--- src/pwmos_pkg.sv ---
package pwmos_pkg;
   // ****************************************
   // register map
   // ****************************************
   localparam logic [7:0]  ADDR_SEGMENT   = 8'h00;
   localparam logic [7:0]  ADDR_GATE      = 8'h04;
   localparam logic [7:0]  ADDR_STATUS    = 8'h08;
   localparam logic [7:0]  ADDR_CONTROL   = 8'h0c;
   localparam int          ADDR_W         = 8;
   localparam int          REG_W          = 16;
   localparam logic [15:0] SEG_RESET      = 16'h0000;
   localparam logic [15:0] GATE_RESET     = 16'h0000;
   // ****************************************
   // field positions
   // ****************************************
   localparam int SEG_XOVER_A = 8;
   localparam int SEG_XOVER_B = 7;
   localparam int SEG_XOVER_C = 6;
   localparam int SEG_DIS_CH  = 0;
   localparam int SEG_DIS_CL  = 1;
   localparam int SEG_DIS_BH  = 2;
   localparam int SEG_DIS_BL  = 3;
   localparam int SEG_DIS_AH  = 4;
   localparam int SEG_DIS_AL  = 5;
   localparam int GATE_CHOP_HI = 8;
   localparam int GATE_CHOP_LO = 9;
   localparam int GATE_DIV_LSB = 0;
   localparam int GATE_DIV_W   = 6;
   localparam int STAT_TRIP    = 0;
   localparam int STAT_TRIPPED = 1;
   localparam int STAT_POL     = 2;
   localparam int CTRL_RUN     = 0;
   // ****************************************
   // timing
   // ****************************************
   localparam int CLK_PERIOD_NS  = 10;
   localparam int OVERLAP_NS     = 50;
   localparam int OVERLAP_CYCLES = OVERLAP_NS / CLK_PERIOD_NS;
endpackage

--- src/pwmos_top.sv ---
// What this block does
// - segment bits 8,7,6 cross over phases A, B, C respectively
// - crossover swaps a phase's high and low timing signals at the pins
// - segment bits 0..5 each force one output off all period
// - bits 0 and 1 disable phase C high and low
// - bit 2 B high, bit 3 B low, bit 4 A high, bit 5 A low
// - segment writes take effect only at the next cycle start
// - reset segment value zero: no crossover, all outputs enabled
// - gate bit 8 chops high outputs, bit 9 chops low outputs
// - chop frequency is clock over 2*(N+1), N gate bits 0..5
// - polarity pin low gives active-low outputs, high active-high
// - polarity pin level reads in status bit 2
// - after reset every output is off at the polarity's off level
// - low trip input resets the block and forces outputs off
// - a trip raises a trip interrupt request
// - trip input level reads in status bit 0
// - the block runs on the peripheral clock
`timescale 1ns/10ps
`default_nettype none
module pwmos_top
   import pwmos_pkg::*;
(
   input  wire logic                I_MCLK,         // peripheral clock
   input  wire logic                I_RESET,        // sync reset, active high
   input  wire logic                I_HSEL,         // ahb select
   input  wire logic [31:0]         I_HADDR,        // ahb address
   input  wire logic [1:0]          I_HTRANS,       // ahb transfer type
   input  wire logic                I_HWRITE,       // ahb write
   input  wire logic [2:0]          I_HSIZE,        // ahb size
   input  wire logic [31:0]         I_HWDATA,       // ahb write data
   input  wire logic                I_HREADY,       // ahb ready in
   output logic      [31:0]         O_HRDATA,       // ahb read data
   output logic                     O_HREADYOUT,    // ahb ready out
   output logic                     O_HRESP,        // ahb response
   input  wire logic                I_SYNC,         // cycle start pulse
   input  wire logic [2:0]          I_TU_HIGH,      // timing unit high, [2]=A
   input  wire logic [2:0]          I_TU_LOW,       // timing unit low, [2]=A
   input  wire logic                I_POLARITY,     // output polarity pin
   input  wire logic                I_TRIP_N,       // fault trip, active low
   output logic                     O_TRIP_IRQ,     // trip interrupt request
   output logic [2:0]               O_HIGH,         // high outs, [2]=A
   output logic [2:0]               O_LOW           // low outs, [2]=A
);
   import pwmos_pkg::*;

   // ****************************************
   // bus slave
   // ****************************************
   logic              ph_wr;
   logic [ADDR_W-1:0] ph_addr;
   logic [REG_W-1:0]  seg_pending;
   logic [REG_W-1:0]  seg_active;
   logic [REG_W-1:0]  gate_ctl;
   logic              running;
   logic              tripped;
   logic              trip_event;
   logic              take;

   assign take       = I_HSEL && I_HREADY && I_HTRANS[1];
   assign trip_event = !I_TRIP_N;

   always_ff @(posedge I_MCLK)
   begin
      if (I_RESET)
      begin
         ph_wr   <= 1'b0;
         ph_addr <= '0;
      end
      else
      begin
         ph_wr   <= take && I_HWRITE;
         ph_addr <= I_HADDR[ADDR_W-1:0];
      end
   end

   always_ff @(posedge I_MCLK)
   begin
      if (I_RESET)
      begin
         O_HREADYOUT <= 1'b1;
         O_HRESP     <= 1'b0;
      end
      else
      begin
         O_HREADYOUT <= 1'b1;
         O_HRESP     <= 1'b0;
      end
   end

   // read data registered one cycle ahead of the data phase
   always_ff @(posedge I_MCLK)
   begin
      if (I_RESET)
         O_HRDATA <= '0;
      else if (take && !I_HWRITE)
         unique case (I_HADDR[ADDR_W-1:0])
            ADDR_SEGMENT: O_HRDATA <= {16'h0000, seg_pending};
            ADDR_GATE:    O_HRDATA <= {16'h0000, gate_ctl};
            ADDR_STATUS:  O_HRDATA <= {29'h0, I_POLARITY, tripped, I_TRIP_N};
            ADDR_CONTROL: O_HRDATA <= {31'h0, running};
            default:      O_HRDATA <= '0;
         endcase
      else
         O_HRDATA <= '0;
   end

   // ****************************************
   // control registers
   // ****************************************
   always_ff @(posedge I_MCLK)
   begin
      if (I_RESET || trip_event)
      begin
         seg_pending <= SEG_RESET;
         gate_ctl    <= GATE_RESET;
      end
      else if (ph_wr && ph_addr == ADDR_SEGMENT)
         seg_pending <= I_HWDATA[REG_W-1:0];
      else if (ph_wr && ph_addr == ADDR_GATE)
         gate_ctl <= I_HWDATA[REG_W-1:0];
   end

   // run stays off after a trip until software sets it again
   always_ff @(posedge I_MCLK)
   begin
      if (I_RESET || trip_event)
         running <= 1'b0;
      else if (ph_wr && ph_addr == ADDR_CONTROL)
         running <= I_HWDATA[CTRL_RUN];
   end

   always_ff @(posedge I_MCLK)
   begin
      if (I_RESET)
         tripped <= 1'b0;
      else if (trip_event)
         tripped <= 1'b1;
      else if (ph_wr && ph_addr == ADDR_CONTROL && I_HWDATA[CTRL_RUN])
         tripped <= 1'b0;
   end

   always_ff @(posedge I_MCLK)
   begin
      if (I_RESET)
         O_TRIP_IRQ <= 1'b0;
      else
         O_TRIP_IRQ <= trip_event;
   end

   // segment copy applied only at cycle start
   always_ff @(posedge I_MCLK)
   begin
      if (I_RESET || trip_event)
         seg_active <= SEG_RESET;
      else if (I_SYNC)
         seg_active <= seg_pending;
   end

   // ****************************************
   // chop carrier
   // ****************************************
   logic [GATE_DIV_W-1:0] chop_cnt;
   logic [GATE_DIV_W-1:0] chop_divider;
   logic                  chop_clk;

   assign chop_divider = gate_ctl[GATE_DIV_LSB +: GATE_DIV_W];

   always_ff @(posedge I_MCLK)
   begin
      if (I_RESET || trip_event)
      begin
         chop_cnt <= '0;
         chop_clk <= 1'b0;
      end
      else if (chop_cnt >= chop_divider)
      begin
         chop_cnt <= '0;
         chop_clk <= !chop_clk;
      end
      else
         chop_cnt <= chop_cnt + 1'b1;
   end

   // ****************************************
   // output path
   // ****************************************
   logic [2:0] xover;
   logic [2:0] dis_hi;
   logic [2:0] dis_lo;
   logic [2:0] sel_hi;
   logic [2:0] sel_lo;
   logic [2:0] act_hi;
   logic [2:0] act_lo;
   logic [2:0] next_high;
   logic [2:0] next_low;

   always_comb
   begin
      xover  = {seg_active[SEG_XOVER_A], seg_active[SEG_XOVER_B],
                seg_active[SEG_XOVER_C]};
      dis_hi = {seg_active[SEG_DIS_AH], seg_active[SEG_DIS_BH],
                seg_active[SEG_DIS_CH]};
      dis_lo = {seg_active[SEG_DIS_AL], seg_active[SEG_DIS_BL],
                seg_active[SEG_DIS_CL]};
      sel_hi = (I_TU_HIGH & ~xover) | (I_TU_LOW & xover);
      sel_lo = (I_TU_LOW & ~xover) | (I_TU_HIGH & xover);
      act_hi = sel_hi & ~dis_hi;
      act_lo = sel_lo & ~dis_lo;
      if (gate_ctl[GATE_CHOP_HI])
         act_hi = act_hi & {3{chop_clk}};
      if (gate_ctl[GATE_CHOP_LO])
         act_lo = act_lo & {3{chop_clk}};
      if (!running || trip_event)
      begin
         act_hi = 3'h0;
         act_lo = 3'h0;
      end
      next_high = I_POLARITY ? act_hi : ~act_hi;
      next_low  = I_POLARITY ? act_lo : ~act_lo;
   end

   always_ff @(posedge I_MCLK)
   begin
      if (I_RESET)
      begin
         O_HIGH <= {3{!I_POLARITY}};
         O_LOW  <= {3{!I_POLARITY}};
      end
      else
      begin
         O_HIGH <= next_high;
         O_LOW  <= next_low;
      end
   end

   // ****************************************
   // chop spacing monitor
   // ****************************************
   logic                  chop_prev;
   logic [GATE_DIV_W-1:0] chop_gap;
   logic                  chop_gap_ok;

   // clocks since the last carrier toggle was seen
   always_ff @(posedge I_MCLK)
   begin
      if (I_RESET || trip_event)
      begin
         chop_prev <= 1'b0;
         chop_gap  <= '0;
      end
      else if (chop_prev != chop_clk)
      begin
         chop_prev <= chop_clk;
         chop_gap  <= '0;
      end
      else
         chop_gap <= chop_gap + 1'b1;
   end

   // a gate write spoils the interval in flight
   always_ff @(posedge I_MCLK)
   begin
      if (I_RESET || trip_event || (ph_wr && ph_addr == ADDR_GATE))
         chop_gap_ok <= 1'b0;
      else if (chop_prev != chop_clk)
         chop_gap_ok <= 1'b1;
   end

   // ****************************************
   // checks
   // ****************************************
   a_trip_off_outputs: assert property (@(posedge I_MCLK) disable iff (I_RESET)
      !I_TRIP_N |=> (O_HIGH == {3{!$past(I_POLARITY)}}) && (O_LOW == {3{!$past(I_POLARITY)}}))
      else $error("outputs not off after trip");

   a_chop_spacing: assert property (@(posedge I_MCLK) disable iff (I_RESET)
      (chop_prev != chop_clk) && chop_gap_ok |-> chop_gap == chop_divider)
      else $error("chop half period wrong");

   a_trip_irq: assert property (@(posedge I_MCLK) disable iff (I_RESET)
      !I_TRIP_N |=> O_TRIP_IRQ)
      else $error("trip irq missing");

   a_trip_clears_regs: assert property (@(posedge I_MCLK) disable iff (I_RESET)
      !I_TRIP_N |=> seg_pending == 16'h0000 && gate_ctl == 16'h0000 && !running)
      else $error("registers not cleared by trip");

   a_seg_waits_sync: assert property (@(posedge I_MCLK) disable iff (I_RESET)
      (!I_SYNC && I_TRIP_N) |=> $stable(seg_active))
      else $error("segment changed mid cycle");

   a_seg_at_sync: assert property (@(posedge I_MCLK) disable iff (I_RESET)
      (I_SYNC && I_TRIP_N) |=> seg_active == $past(seg_pending))
      else $error("segment not applied at cycle start");

   a_disable_ch: assert property (@(posedge I_MCLK) disable iff (I_RESET)
      seg_active[SEG_DIS_CH] && seg_active[SEG_DIS_CL] |=> O_HIGH[0] == !$past(I_POLARITY)
      && O_LOW[0] == !$past(I_POLARITY))
      else $error("phase c not disabled");

   a_xover_a: assert property (@(posedge I_MCLK) disable iff (I_RESET)
      running && I_TRIP_N && I_POLARITY && seg_active[SEG_XOVER_A] && !seg_active[SEG_DIS_AL]
      && !gate_ctl[GATE_CHOP_LO] |=> O_LOW[2] == $past(I_TU_HIGH[2]))
      else $error("phase a crossover wrong");

   a_stat_pol: assert property (@(posedge I_MCLK) disable iff (I_RESET)
      take && !I_HWRITE && I_HADDR[ADDR_W-1:0] == ADDR_STATUS
      |=> O_HRDATA[STAT_POL] == $past(I_POLARITY) && O_HRDATA[STAT_TRIP] == $past(I_TRIP_N))
      else $error("status bits wrong");

   a_chop_period: assert property (@(posedge I_MCLK) disable iff (I_RESET)
      $changed(chop_clk) && $stable(gate_ctl) ##1 $stable(gate_ctl) [*1] |->
      $past(chop_cnt) == 6'h00)
      else $error("chop counter not restarted");
endmodule
`default_nettype wire

--- config.mk ---
export PLATFORM = sky130hd
export DESIGN_NAME = pwmos_top
export DESIGN_NICKNAME = d
export VERILOG_FILES = /design/src/pwmos_pkg.sv /design/src/pwmos_top.sv
export SDC_FILE = /design/constraint.sdc
export NUM_CORES = 1
export LEC_CHECK = 0
export BUFFER_PORTS_ARGS = -buffer_cell sky130_fd_sc_hd__buf_4
export CAP_MARGIN = 25
export CORE_ASPECT_RATIO = 0.8
export CORE_UTILIZATION = 49
export CTS_CLUSTER_DIAMETER = 80
export DETAILED_ROUTE_END_ITERATION = 10
export PLACE_DENSITY_LB_ADDON = 0.05
export SYNTH_ARGS = -nofsm -noshare
export SYNTH_HDL_FRONTEND = slang
export SYNTH_SLANG_ARGS = --single-unit
--- constraint.sdc ---
create_clock -name I_MCLK -period 1.7 [get_ports I_MCLK]
set_input_delay 0.085 -clock I_MCLK [delete_from_list [all_inputs] [get_ports I_MCLK]]
set_output_delay 0.085 -clock I_MCLK [all_outputs]
set_load 0.02 [all_outputs]
==> run_results.csv, run 1 <==
group,metric,value,unit
worst_setup_path,cp.depth,6,
worst_setup_path,crit_type,"reg -> reg",
cells_and_area,final_util,0.653,
power,clockPowerShare,0.427,
grt,grt_pass1_wl,10500,um
place,hpwl,4360,um
die,ios,124,
cells_and_area,fin_cells,511,
route,vias,2489,
cells_and_area,diodes,0,
worst_setup_path,crit_buf_inv,1,
worst_setup_path,r2r_start,"chop_cnt[0]",
power,p_comb_frac,0.075,
die,core_area,6440,um^2
yosys,synthArstFlopShare,0,
cells_and_area,layout-drive-gt1-share,0.218,
die,die_height,75.5,um
worst_setup_path,slowest_stage,"dfxtp_1",
yosys,ys_ff_latch,82,
sta,hold_violations,0,
route,drc,0,
cts,cts_tree,"built",
cts,clkTransAtPathRegs,0.08,ns
cts,numCtsBuffers,9,
grt,grt_pass1_vias,2258,
place,dp_cells,473,
cts,htreeDepth,3,
route,ant_nets,0,
yosys,yosysMostFrequentCell,"dfxtp_1",
die,placementRows,26,
sta,timing.fmax,0.673,GHz
outcome,status,"finished, final reports clean",
yosys,ys_seq_area_frac,0.496,
yosys,synth_cells,344,
sta,period_share,0.874,
route,dr.pass1.iters,4,
yosys,synth_top_area_frac,0.496,
power,p_seq_frac,0.498,
worst_setup_path,cpPeakStageDelay,0.38,ns
grt,antenna_found_initial,0,
power,netSwitchingFraction,0.217,
power,p_switching,852,uW
yosys,synth_flop_cell,"dfxtp_1",
worst_setup_path,cp_data_required_time,1.98,ns
min_path,hp-class,"in -> reg",
die,initial_utilization,0.514,
grt,grt_max_degree,33,
die,die_x,93.9,um
cts,cts_buffer_depth,2,
sta,rsz0062_at_grt,"false",
yosys,yosys-top-cells-area,"dfxtp_1 (50%), mux2i_1 (9.7%), nand3_1 (5.7%), buf_4 (4.3%), o21ai_1 (4.2%)",
cells_and_area,register_area,1640,um^2
cells_and_area,multi_input_area,1480,um^2
route,wl_per_cell,12.6,um
power,peakVddDrop,638,uV
yosys,synth_edf_count,0,
worst_setup_path,cp_top_family,"compound AO/OA/AOI/OAI gates",
cts,cts-root-buf,"clkbuf_8",
cells_and_area,nNetsFinal,512,
worst_setup_path,reg2reg_to,"chop_clk",
power,power_leakage,0.00170,uW
route,drt_iter0_drc,94,
cells_and_area,area_delta_synth_final,27.1,%
worst_setup_path,ff2ff_setup_slack,0.21,ns
job,max_cap_violations,0,
power,power.density,932,nW/um^2
worst_setup_path,path_cells,"inv_1, ha_1, nand2b_1, a21oi_2, o211a_1, mux2i_1",
cts,cts_setup_buffers,0,
sta,final-max-slew-violation-count,0,
place,gp_congestion,0.780,
yosys,syn_area_per_cell,9.62,um^2
cells_and_area,fillCellCount,554,
grt,overflow,0,
worst_setup_path,cp-startpoint,"chop_cnt[0]",
worst_setup_path,cp-endpoint,"chop_clk",
die,die_area,7090,um^2
grt,grt_use_total,0.200,
route,totalWireLength,6450,um
worst_setup_path,start_kind,"register",
yosys,yosys-top-cells-count,"dfxtp_1 (82), nand3_1 (38), nor2_1 (35), mux2i_1 (32), o21ai_1 (28)",
cts,clock-sinks,82,
place,io_buffers,61,
worst_setup_path,cp_max_fo,4,
sta,setup_viol,0,
power,p_int,3070,uW
worst_setup_path,end_kind,"register",
yosys,yosysWarnings,0,
route,viasPerCell,4.87,
yosys,synth_cell_type_count,35,
yosys,synth_top_cell_by_area,"dfxtp_1",
sta,whs,0.0127,ns
sta,period_minus_slack,1.49,ns
cts,insertion_delay,0.35,ns
yosys,syn_area,3310,um^2
power,finalPower,3920,uW
sta,tns,0,ns
sta,fin_worst_skew,0.00586,ns
worst_setup_path,crit_arrival,1.77,ns
worst_setup_path,reg2reg_depth,6,
==> how the worst min path moves through the flow <==
stage | from | to | cells after the start
5_1_grt | I_HWDATA[2] | seg_pending[2] | 3
6_report | I_HWDATA[4] | seg_pending[4] | 3
3_5_place_dp | I_TRIP_N | O_TRIP_IRQ | 2
2_1_floorplan | I_TRIP_N | O_TRIP_IRQ | 1
4_1_cts | I_HWDATA[4] | seg_pending[4] | 3
3_3_place_gp | I_TRIP_N | O_TRIP_IRQ | 2
==> routing by layer <==
metal / up-vias / track usage / share of wire
met5: - / 0 / 0
met4: 0 / 0.0667 / 0.013
met3: 10 / 0.0659 / 0.056
met2: 63 / 0.332 / 0.46
met1: 1133 / 0.249 / 0.47
li1: 1283 / - / -
==> cells in the final DEF (no fill, tap or decap), types with 8 or more instances in the layout <==
cell and count:
buf_4 66, clkbuf_8 9, conb_1 18, dfxtp_1 82, dlygate4sd3_1 22, mux2i_1 32
nand2_1 19, nand3_1 38, nor2_1 35, nor2b_1 11, nor3_1 8, o21ai_1 28
xnor2_1 8
==> worst reg2reg max path: cells and delay by family, from the launching register on <==
family | cells | cell delay [ns]
mux | 1 | 0.17
flops | 1 | 0.38
compound gates | 2 | 0.41
simple gates | 1 | 0.16
fa+ha+maj | 1 | 0.26
buf+inv | 1 | 0.06
==> through the flow <==
| stage | instance area [um^2] | setup WS [ns] |
|---|---|---|
| after floorplan | 3370 | 0.350 |
| after global placement | 3730 | 0.156 |
| after detailed placement | 3730 | 0.148 |
| after CTS | 4200 | 0.118 |
| after global routing | 4210 | 0.0591 |
| final | 4210 | 0.214 |
==> power by group through the flow <==
stage	logic, uW	registers, uW	clock network [uW]
2_1_floorplan	169	2010	0
3_3_place_gp	251	2000	0
3_5_place_dp	253	2000	0
4_1_cts	293	1950	1720
5_1_grt	318	1960	1810
6_report	294	1950	1670
==> cell type report <==
class                      instances  share of cell area
tap                               84              0.0250
sequential                        82               0.390
inverter                           6             0.00535
clock inverter                     6              0.0274
multi-input combinational        235               0.352
timing repair buffer              88               0.170
clock buffer                      10              0.0303
==> what timing repair did <==
action,CTS,global route
hold buffers,22,0
resized for setup,0,2
hold endpoints to repair,24,0
setup endpoints to repair,0,5
==> flip-flops by register name, indices dropped and copies added (netlist names) <==
signal	cells
O_HRDATA	16
gate_ctl	16
seg_pending	16
seg_active	9
ph_addr	8
chop_cnt	6
O_HIGH	3
O_LOW	3
O_TRIP_IRQ	1
chop_clk	1
ph_wr	1
running	1
tripped	1
==> cells by family after synthesis <==
group | Yosys count | share of synthesized area
compound gates | 39 | 0.0669
buf+inv | 43 | 0.0805
xor+xnor | 10 | 0.0265
mux | 33 | 0.104
simple gates | 128 | 0.198
other cells | 2 | 0.00227
fa+ha+maj | 7 | 0.0265
flops | 82 | 0.496
(Power assumes the default switching activity.)
==> inputs of run 2 (changes only) <==
Settings changed: CORE_ASPECT_RATIO 0.8 to default.
==> run 2 against run 1 <==
Compared with the run above: the flow now finishes with violations (design-rule violations); first-iteration DRC count up 3.2%; utilization down 0.94 points; cell area fell by 1.7%; critical endpoint is now chop_cnt[4].
==> run_results.csv, run 2 (synthesis results as in run 1) <==
group,metric,value,unit
cells_and_area,register_area,1640,um^2
min_path,hp-class,"in -> reg",
route,drc,2,
power,p_seq_frac,0.503,
sta,hold_violations,0,
cells_and_area,diodes,0,
route,wl_per_cell,12.9,um
cells_and_area,fillCellCount,551,
place,gp_congestion,0.820,
power,netSwitchingFraction,0.212,
worst_setup_path,start_kind,"register",
sta,tns,0,ns
route,dr.pass1.iters,7,
grt,grt_pass1_wl,10800,um
place,io_buffers,61,
sta,rsz0062_at_grt,"false",
place,hpwl,4450,um
worst_setup_path,end_kind,"register",
power,p_int,3060,uW
worst_setup_path,cp_max_fo,5,
sta,timing.fmax,0.651,GHz
route,totalWireLength,6460,um
power,power.density,938,nW/um^2
worst_setup_path,crit_arrival,1.82,ns
worst_setup_path,cp_data_required_time,1.98,ns
outcome,violations,"design-rule violations",
cts,cts_setup_buffers,0,
sta,period_share,0.904,
sta,whs,0.0107,ns
cts,insertion_delay,0.34,ns
cts,cts_tree,"built",
power,clockPowerShare,0.423,
cells_and_area,area_delta_synth_final,24.9,%
grt,overflow,0,
route,ant_nets,0,
cells_and_area,nNetsFinal,508,
die,die_x,84.2,um
grt,top_usage_layer,"met2",
die,ios,124,
route,vias,2469,
grt,grt_pass1_vias,2289,
worst_setup_path,path_cells,"inv_1, ha_1, nand2b_1, a21oi_1, o2111ai_1, nor2_1",
worst_setup_path,crit_type,"reg -> reg",
grt,grt_use_met3,0.0383,
sta,final-max-slew-violation-count,0,
grt,grt_use_met1,0.252,
cells_and_area,multi_input_area,1470,um^2
grt,antenna_found_initial,0,
power,p_comb_frac,0.074,
grt,grtUsageMet2,0.322,
cells_and_area,final_common_cell,"dfxtp_1",
sta,setup_viol,0,
power,power_leakage,0.00168,uW
cells_and_area,mostFrequentLayoutCells,"dfxtp_1 (82), buf_4 (68), nand3_1 (38)",
sta,fin_worst_skew,0.00615,ns
grt,grt_use_total,0.197,
die,initial_utilization,0.515,
place,dpl_cell_area,3740,um^2
die,core_area,6420,um^2
cts,cts_buffer_depth,2,
worst_setup_path,cpPeakStageDelay,0.38,ns
outcome,status,"finished with violations",
sta,period_minus_slack,1.54,ns
cells_and_area,final_cell_area,4130,um^2
cts,numCtsBuffers,9,
cts,clock-sinks,82,
power,p_switching,822,uW
cells_and_area,layout-drive-gt1-share,0.217,
cts,htreeDepth,3,
job,max_cap_violations,0,
power,peakVddDrop,526,uV
die,die_height,84.2,um
cts,cts-root-buf,"clkbuf_8",
worst_setup_path,slowest_stage,"dfxtp_1",
route,viasPerCell,4.94,
grt,grt_max_degree,33,
cts,cts_resized,0,
cts,clkTransAtPathRegs,0.08,ns
die,die_area,7090,um^2
route,drt_iter0_drc,97,
die,placementRows,29,
cells_and_area,top_regs,"O_HRDATA (16), gate_ctl (16), seg_pending (16)",
-- run 2: cell types whose count changed in the layout (fill, tap and decap cells not counted), sizes merged --
cell,change
dlygate4sd3,-6
buf,+2
clkbuf,+1
clkinv,-1
-- run 2: path summary, 6_finish.rpt --
kind / startpoint / end / slack, ns / cells past startpoint
setup / recovery: chop_cnt[0] / chop_cnt[4] / 0.16 / 6
hold / removal: I_HWDATA[9] / seg_pending[9] / 0.01 / 3
hold reg to reg: seg_pending[9] / seg_pending[9] / 0.46 / 2
setup reg to reg: chop_cnt[0] / chop_cnt[4] / 0.16 / 6
-- run 2: power by group through the flow --
stage | combinational, uW | sequential (uW) | clock (uW)
6_report | 285 | 1950 | 1640
5_1_grt | 309 | 1960 | 1770
4_1_cts | 286 | 1950 | 1680
3_5_place_dp | 256 | 2000 | 0
3_3_place_gp | 255 | 2000 | 0
2_1_floorplan | 169 | 2010 | 0
-- run 2: timing repair --
| action | 4_1_cts | 5_1_grt |
|---|---|---|
| setup endpoints to repair | 0 | 0 |
| hold endpoints to repair | 18 | 0 |
| hold buffers | 16 | 0 |
-- run 2: final cells by class --
cell class | count | share of cell area
timing repair buffer | 84 | 0.162
clock inverter | 5 | 0.0248
tap | 77 | 0.0233
inverter | 6 | 0.00545
clock buffer | 11 | 0.0318
multi-input combinational | 235 | 0.355
sequential | 82 | 0.397
-- run 2: metrics by stage --
step                 util  cells  total power [uW]  setup slack, ns
floorplan               -    360              2180            0.350
global placement    0.582    468              2250            0.174
detailed placement  0.582    468              2250            0.172
CTS                 0.644    500              3920            0.164
global route        0.644    500              4040           0.0379
finish              0.644    500              3880            0.164
-- run 2: per-layer routing --
| metal | vias to the layer above | part of all wire |
|---|---|---|
| li1 | 1275 | - |
| met1 | 1131 | 0.46 |
| met2 | 55 | 0.49 |
| met3 | 8 | 0.032 |
| met4 | 0 | 0.011 |
| met5 | - | 0 |
-- run 2: worst max-delay path, delay by kind of cell (launching register included) --
family,cells,cell delay [ns]
buffers and inverters,1,0.06
adders and majority gates,1,0.25
and+or+nand+nor,2,0.31
DFF,1,0.38
AOI/OAI and AO/OA,2,0.48
==> inputs of run 3 (changes only) <==
Settings changed: CORE_UTILIZATION 49 to 51, CTS_BUF_LIST from default to sky130_fd_sc_hd__clkbuf_8, SLEW_MARGIN from default to 20.
==> run 3 against run 2 <==
Compared with the run above: the run ends with negative hold slack left; non-clock buffer count fell by 8; hold slack worse by 0.012 ns; first-iteration DRC count decreased by 13%; sequential share of layout area grew 1.3 points; wire length grew 0.80%; via count fell by 1.5%; clock skew rose by 0.0027 ns; clock power is 18% lower; utilization is 1.3 points higher.
==> run_results.csv, run 3 (synthesis results as in run 1) <==
group,metric,value,unit
outcome,status,"finished with violations",
outcome,violations,"negative hold slack",
die,initial_utilization,0.543,
power,power_leakage,0.00164,uW
power,peakVddDrop,592,uV
place,hpwl,4450,um
place,io_buffers,61,
cts,cts_buffer_depth,2,
die,die_area,6820,um^2
worst_setup_path,cp_data_required_time,1.97,ns
min_path,worstHoldPathCells,3,
worst_setup_path,reg2reg_to,"chop_cnt[5]",
grt,grt_use_total,0.207,
route,ant_nets,0,
worst_setup_path,crit_buf_inv,1,
worst_setup_path,ff2ff_setup_slack,0.12,ns
route,dr.pass1.iters,4,
sta,hold_violations,1,
cts,clock-sinks,82,
sta,rsz0062_at_grt,"false",
cells_and_area,layout-drive-gt1-share,0.220,
worst_setup_path,path_cells,"inv_1, ha_1, nand2b_1, a21oi_1, o2111ai_1, nor2_1",
worst_setup_path,reg2reg_depth,6,
sta,tns,0,ns
die,die_height,82.6,um
cells_and_area,diodes,0,
cells_and_area,nNetsFinal,500,
die,core_area,6100,um^2
place,gp_congestion,0.774,
cts,htreeDepth,3,
worst_setup_path,cpPeakStageDelay,0.37,ns
cells_and_area,mostFrequentLayoutCells,"dfxtp_1 (82), buf_4 (68), nand3_1 (38)",
worst_setup_path,slowest_stage,"dfxtp_1",
worst_setup_path,r2r_start,"chop_cnt[0]",
sta,timing.fmax,0.635,GHz
grt,grt_max_degree,33,
grt,antenna_found_initial,0,
sta,fin_worst_skew,0.00882,ns
cells_and_area,top_regs,"O_HRDATA (16), gate_ctl (16), seg_pending (16)",
grt,grt_pass1_wl,10300,um
cts,clkTransAtPathRegs,0.08,ns
cts,cts_resized,0,
worst_setup_path,cp-startpoint,"chop_cnt[0]",
cts,cts_tree,"built",
worst_setup_path,crit_arrival,1.84,ns
worst_setup_path,crit_type,"reg -> reg",
cts,numCtsBuffers,9,
worst_setup_path,cp_top_family,"compound AO/OA/AOI/OAI gates",
sta,whs,-0.00166,ns
sta,period_share,0.927,
route,viasPerCell,4.97,
cts,cts_setup_buffers,0,
worst_setup_path,start_kind,"register",
sta,setup_viol,0,
die,die_x,82.6,um
sta,period_minus_slack,1.58,ns
cts,cts_hold_buf,8,
sta,final-max-slew-violation-count,0,
route,vias,2431,
min_path,hp-start,"I_HWDATA[0]",
cells_and_area,final_common_cell,"dfxtp_1",
min_path,hp-class,"in -> reg",
worst_setup_path,cp_max_fo,5,
route,drt_iter0_drc,84,
route,drc,0,
die,ios,124,
power,power.density,891,nW/um^2
cts,insertion_delay,0.34,ns
worst_setup_path,end_kind,"register",
min_path,whs_endpoint,"running",
cells_and_area,area_delta_synth_final,20.9,%
job,max_cap_violations,0,
route,totalWireLength,6520,um
die,placementRows,28,
grt,overflow,0,
cts,cts-root-buf,"clkbuf_8",
grt,grt_pass1_vias,2244,
route,wl_per_cell,13.3,um
-- run 3: cell count changes in the layout (fill, tap and decap cells not counted) --
cell,previous run,this run
inv_1,6,8
dlygate4sd3_1,16,8
bufinv_16,3,1
clkbuf_1,2,0
clkinv_2,1,2
clkinvlp_4,1,0
clkbuf_8,9,10
-- run 3: worst max path at each step --
stage / slack (ns) / endpoint / depth (start not counted)
finish: 0.12 / chop_cnt[5] / 6
global route: 0.003 / chop_cnt[5] / 6
CTS: 0.12 / chop_cnt[5] / 6
detailed placement: 0.16 / chop_cnt[5] / 6
global placement: 0.16 / chop_cnt[5] / 6
floorplan: 0.35 / chop_clk / 6
-- run 3: worst min-delay path: stages --
cell	delay (ns)
buf_4	0.09
mux2i_1	0.06
nor2_1	0.07
-- run 3: routing by layer --
metal  track usage  vias to the layer above  part of all wire
met1         0.259                     1102              0.47
li1              -                     1260                 -
met4        0.0931                        0             0.013
met2         0.342                       59              0.48
met5             0                        -                 0
met3        0.0440                       10             0.044
-- run 3: per-stage QoR --
step	utilization	power, uW	cell area, um^2	cells	setup slack [ns]
finish	0.657	3570	4000	489	0.125
global route	0.657	3690	4000	489	0.00260
CTS	0.657	3590	4000	489	0.119
detailed placement	0.613	2260	3740	466	0.159
global placement	0.613	2250	3740	466	0.155
floorplan	-	2180	3370	360	0.350
-- run 3: cell type report --
cell class | count | area [um^2]
Clock buffer | 10 | 138
Timing Repair Buffer | 76 | 591
Multi-Input combinational cell | 235 | 1470
Sequential cell | 82 | 1640
Inverter | 6 | 22.5
Fill cell | 551 | 2090
Tap cell | 75 | 93.8
Clock inverter | 5 | 47.5
-- run 3: report_power, final --
group	internal, uW	total, uW	switching, uW
sequential	1940	1950	10.9
combinational	128	274	146
clock	696	1340	643
total	2770	3570	800
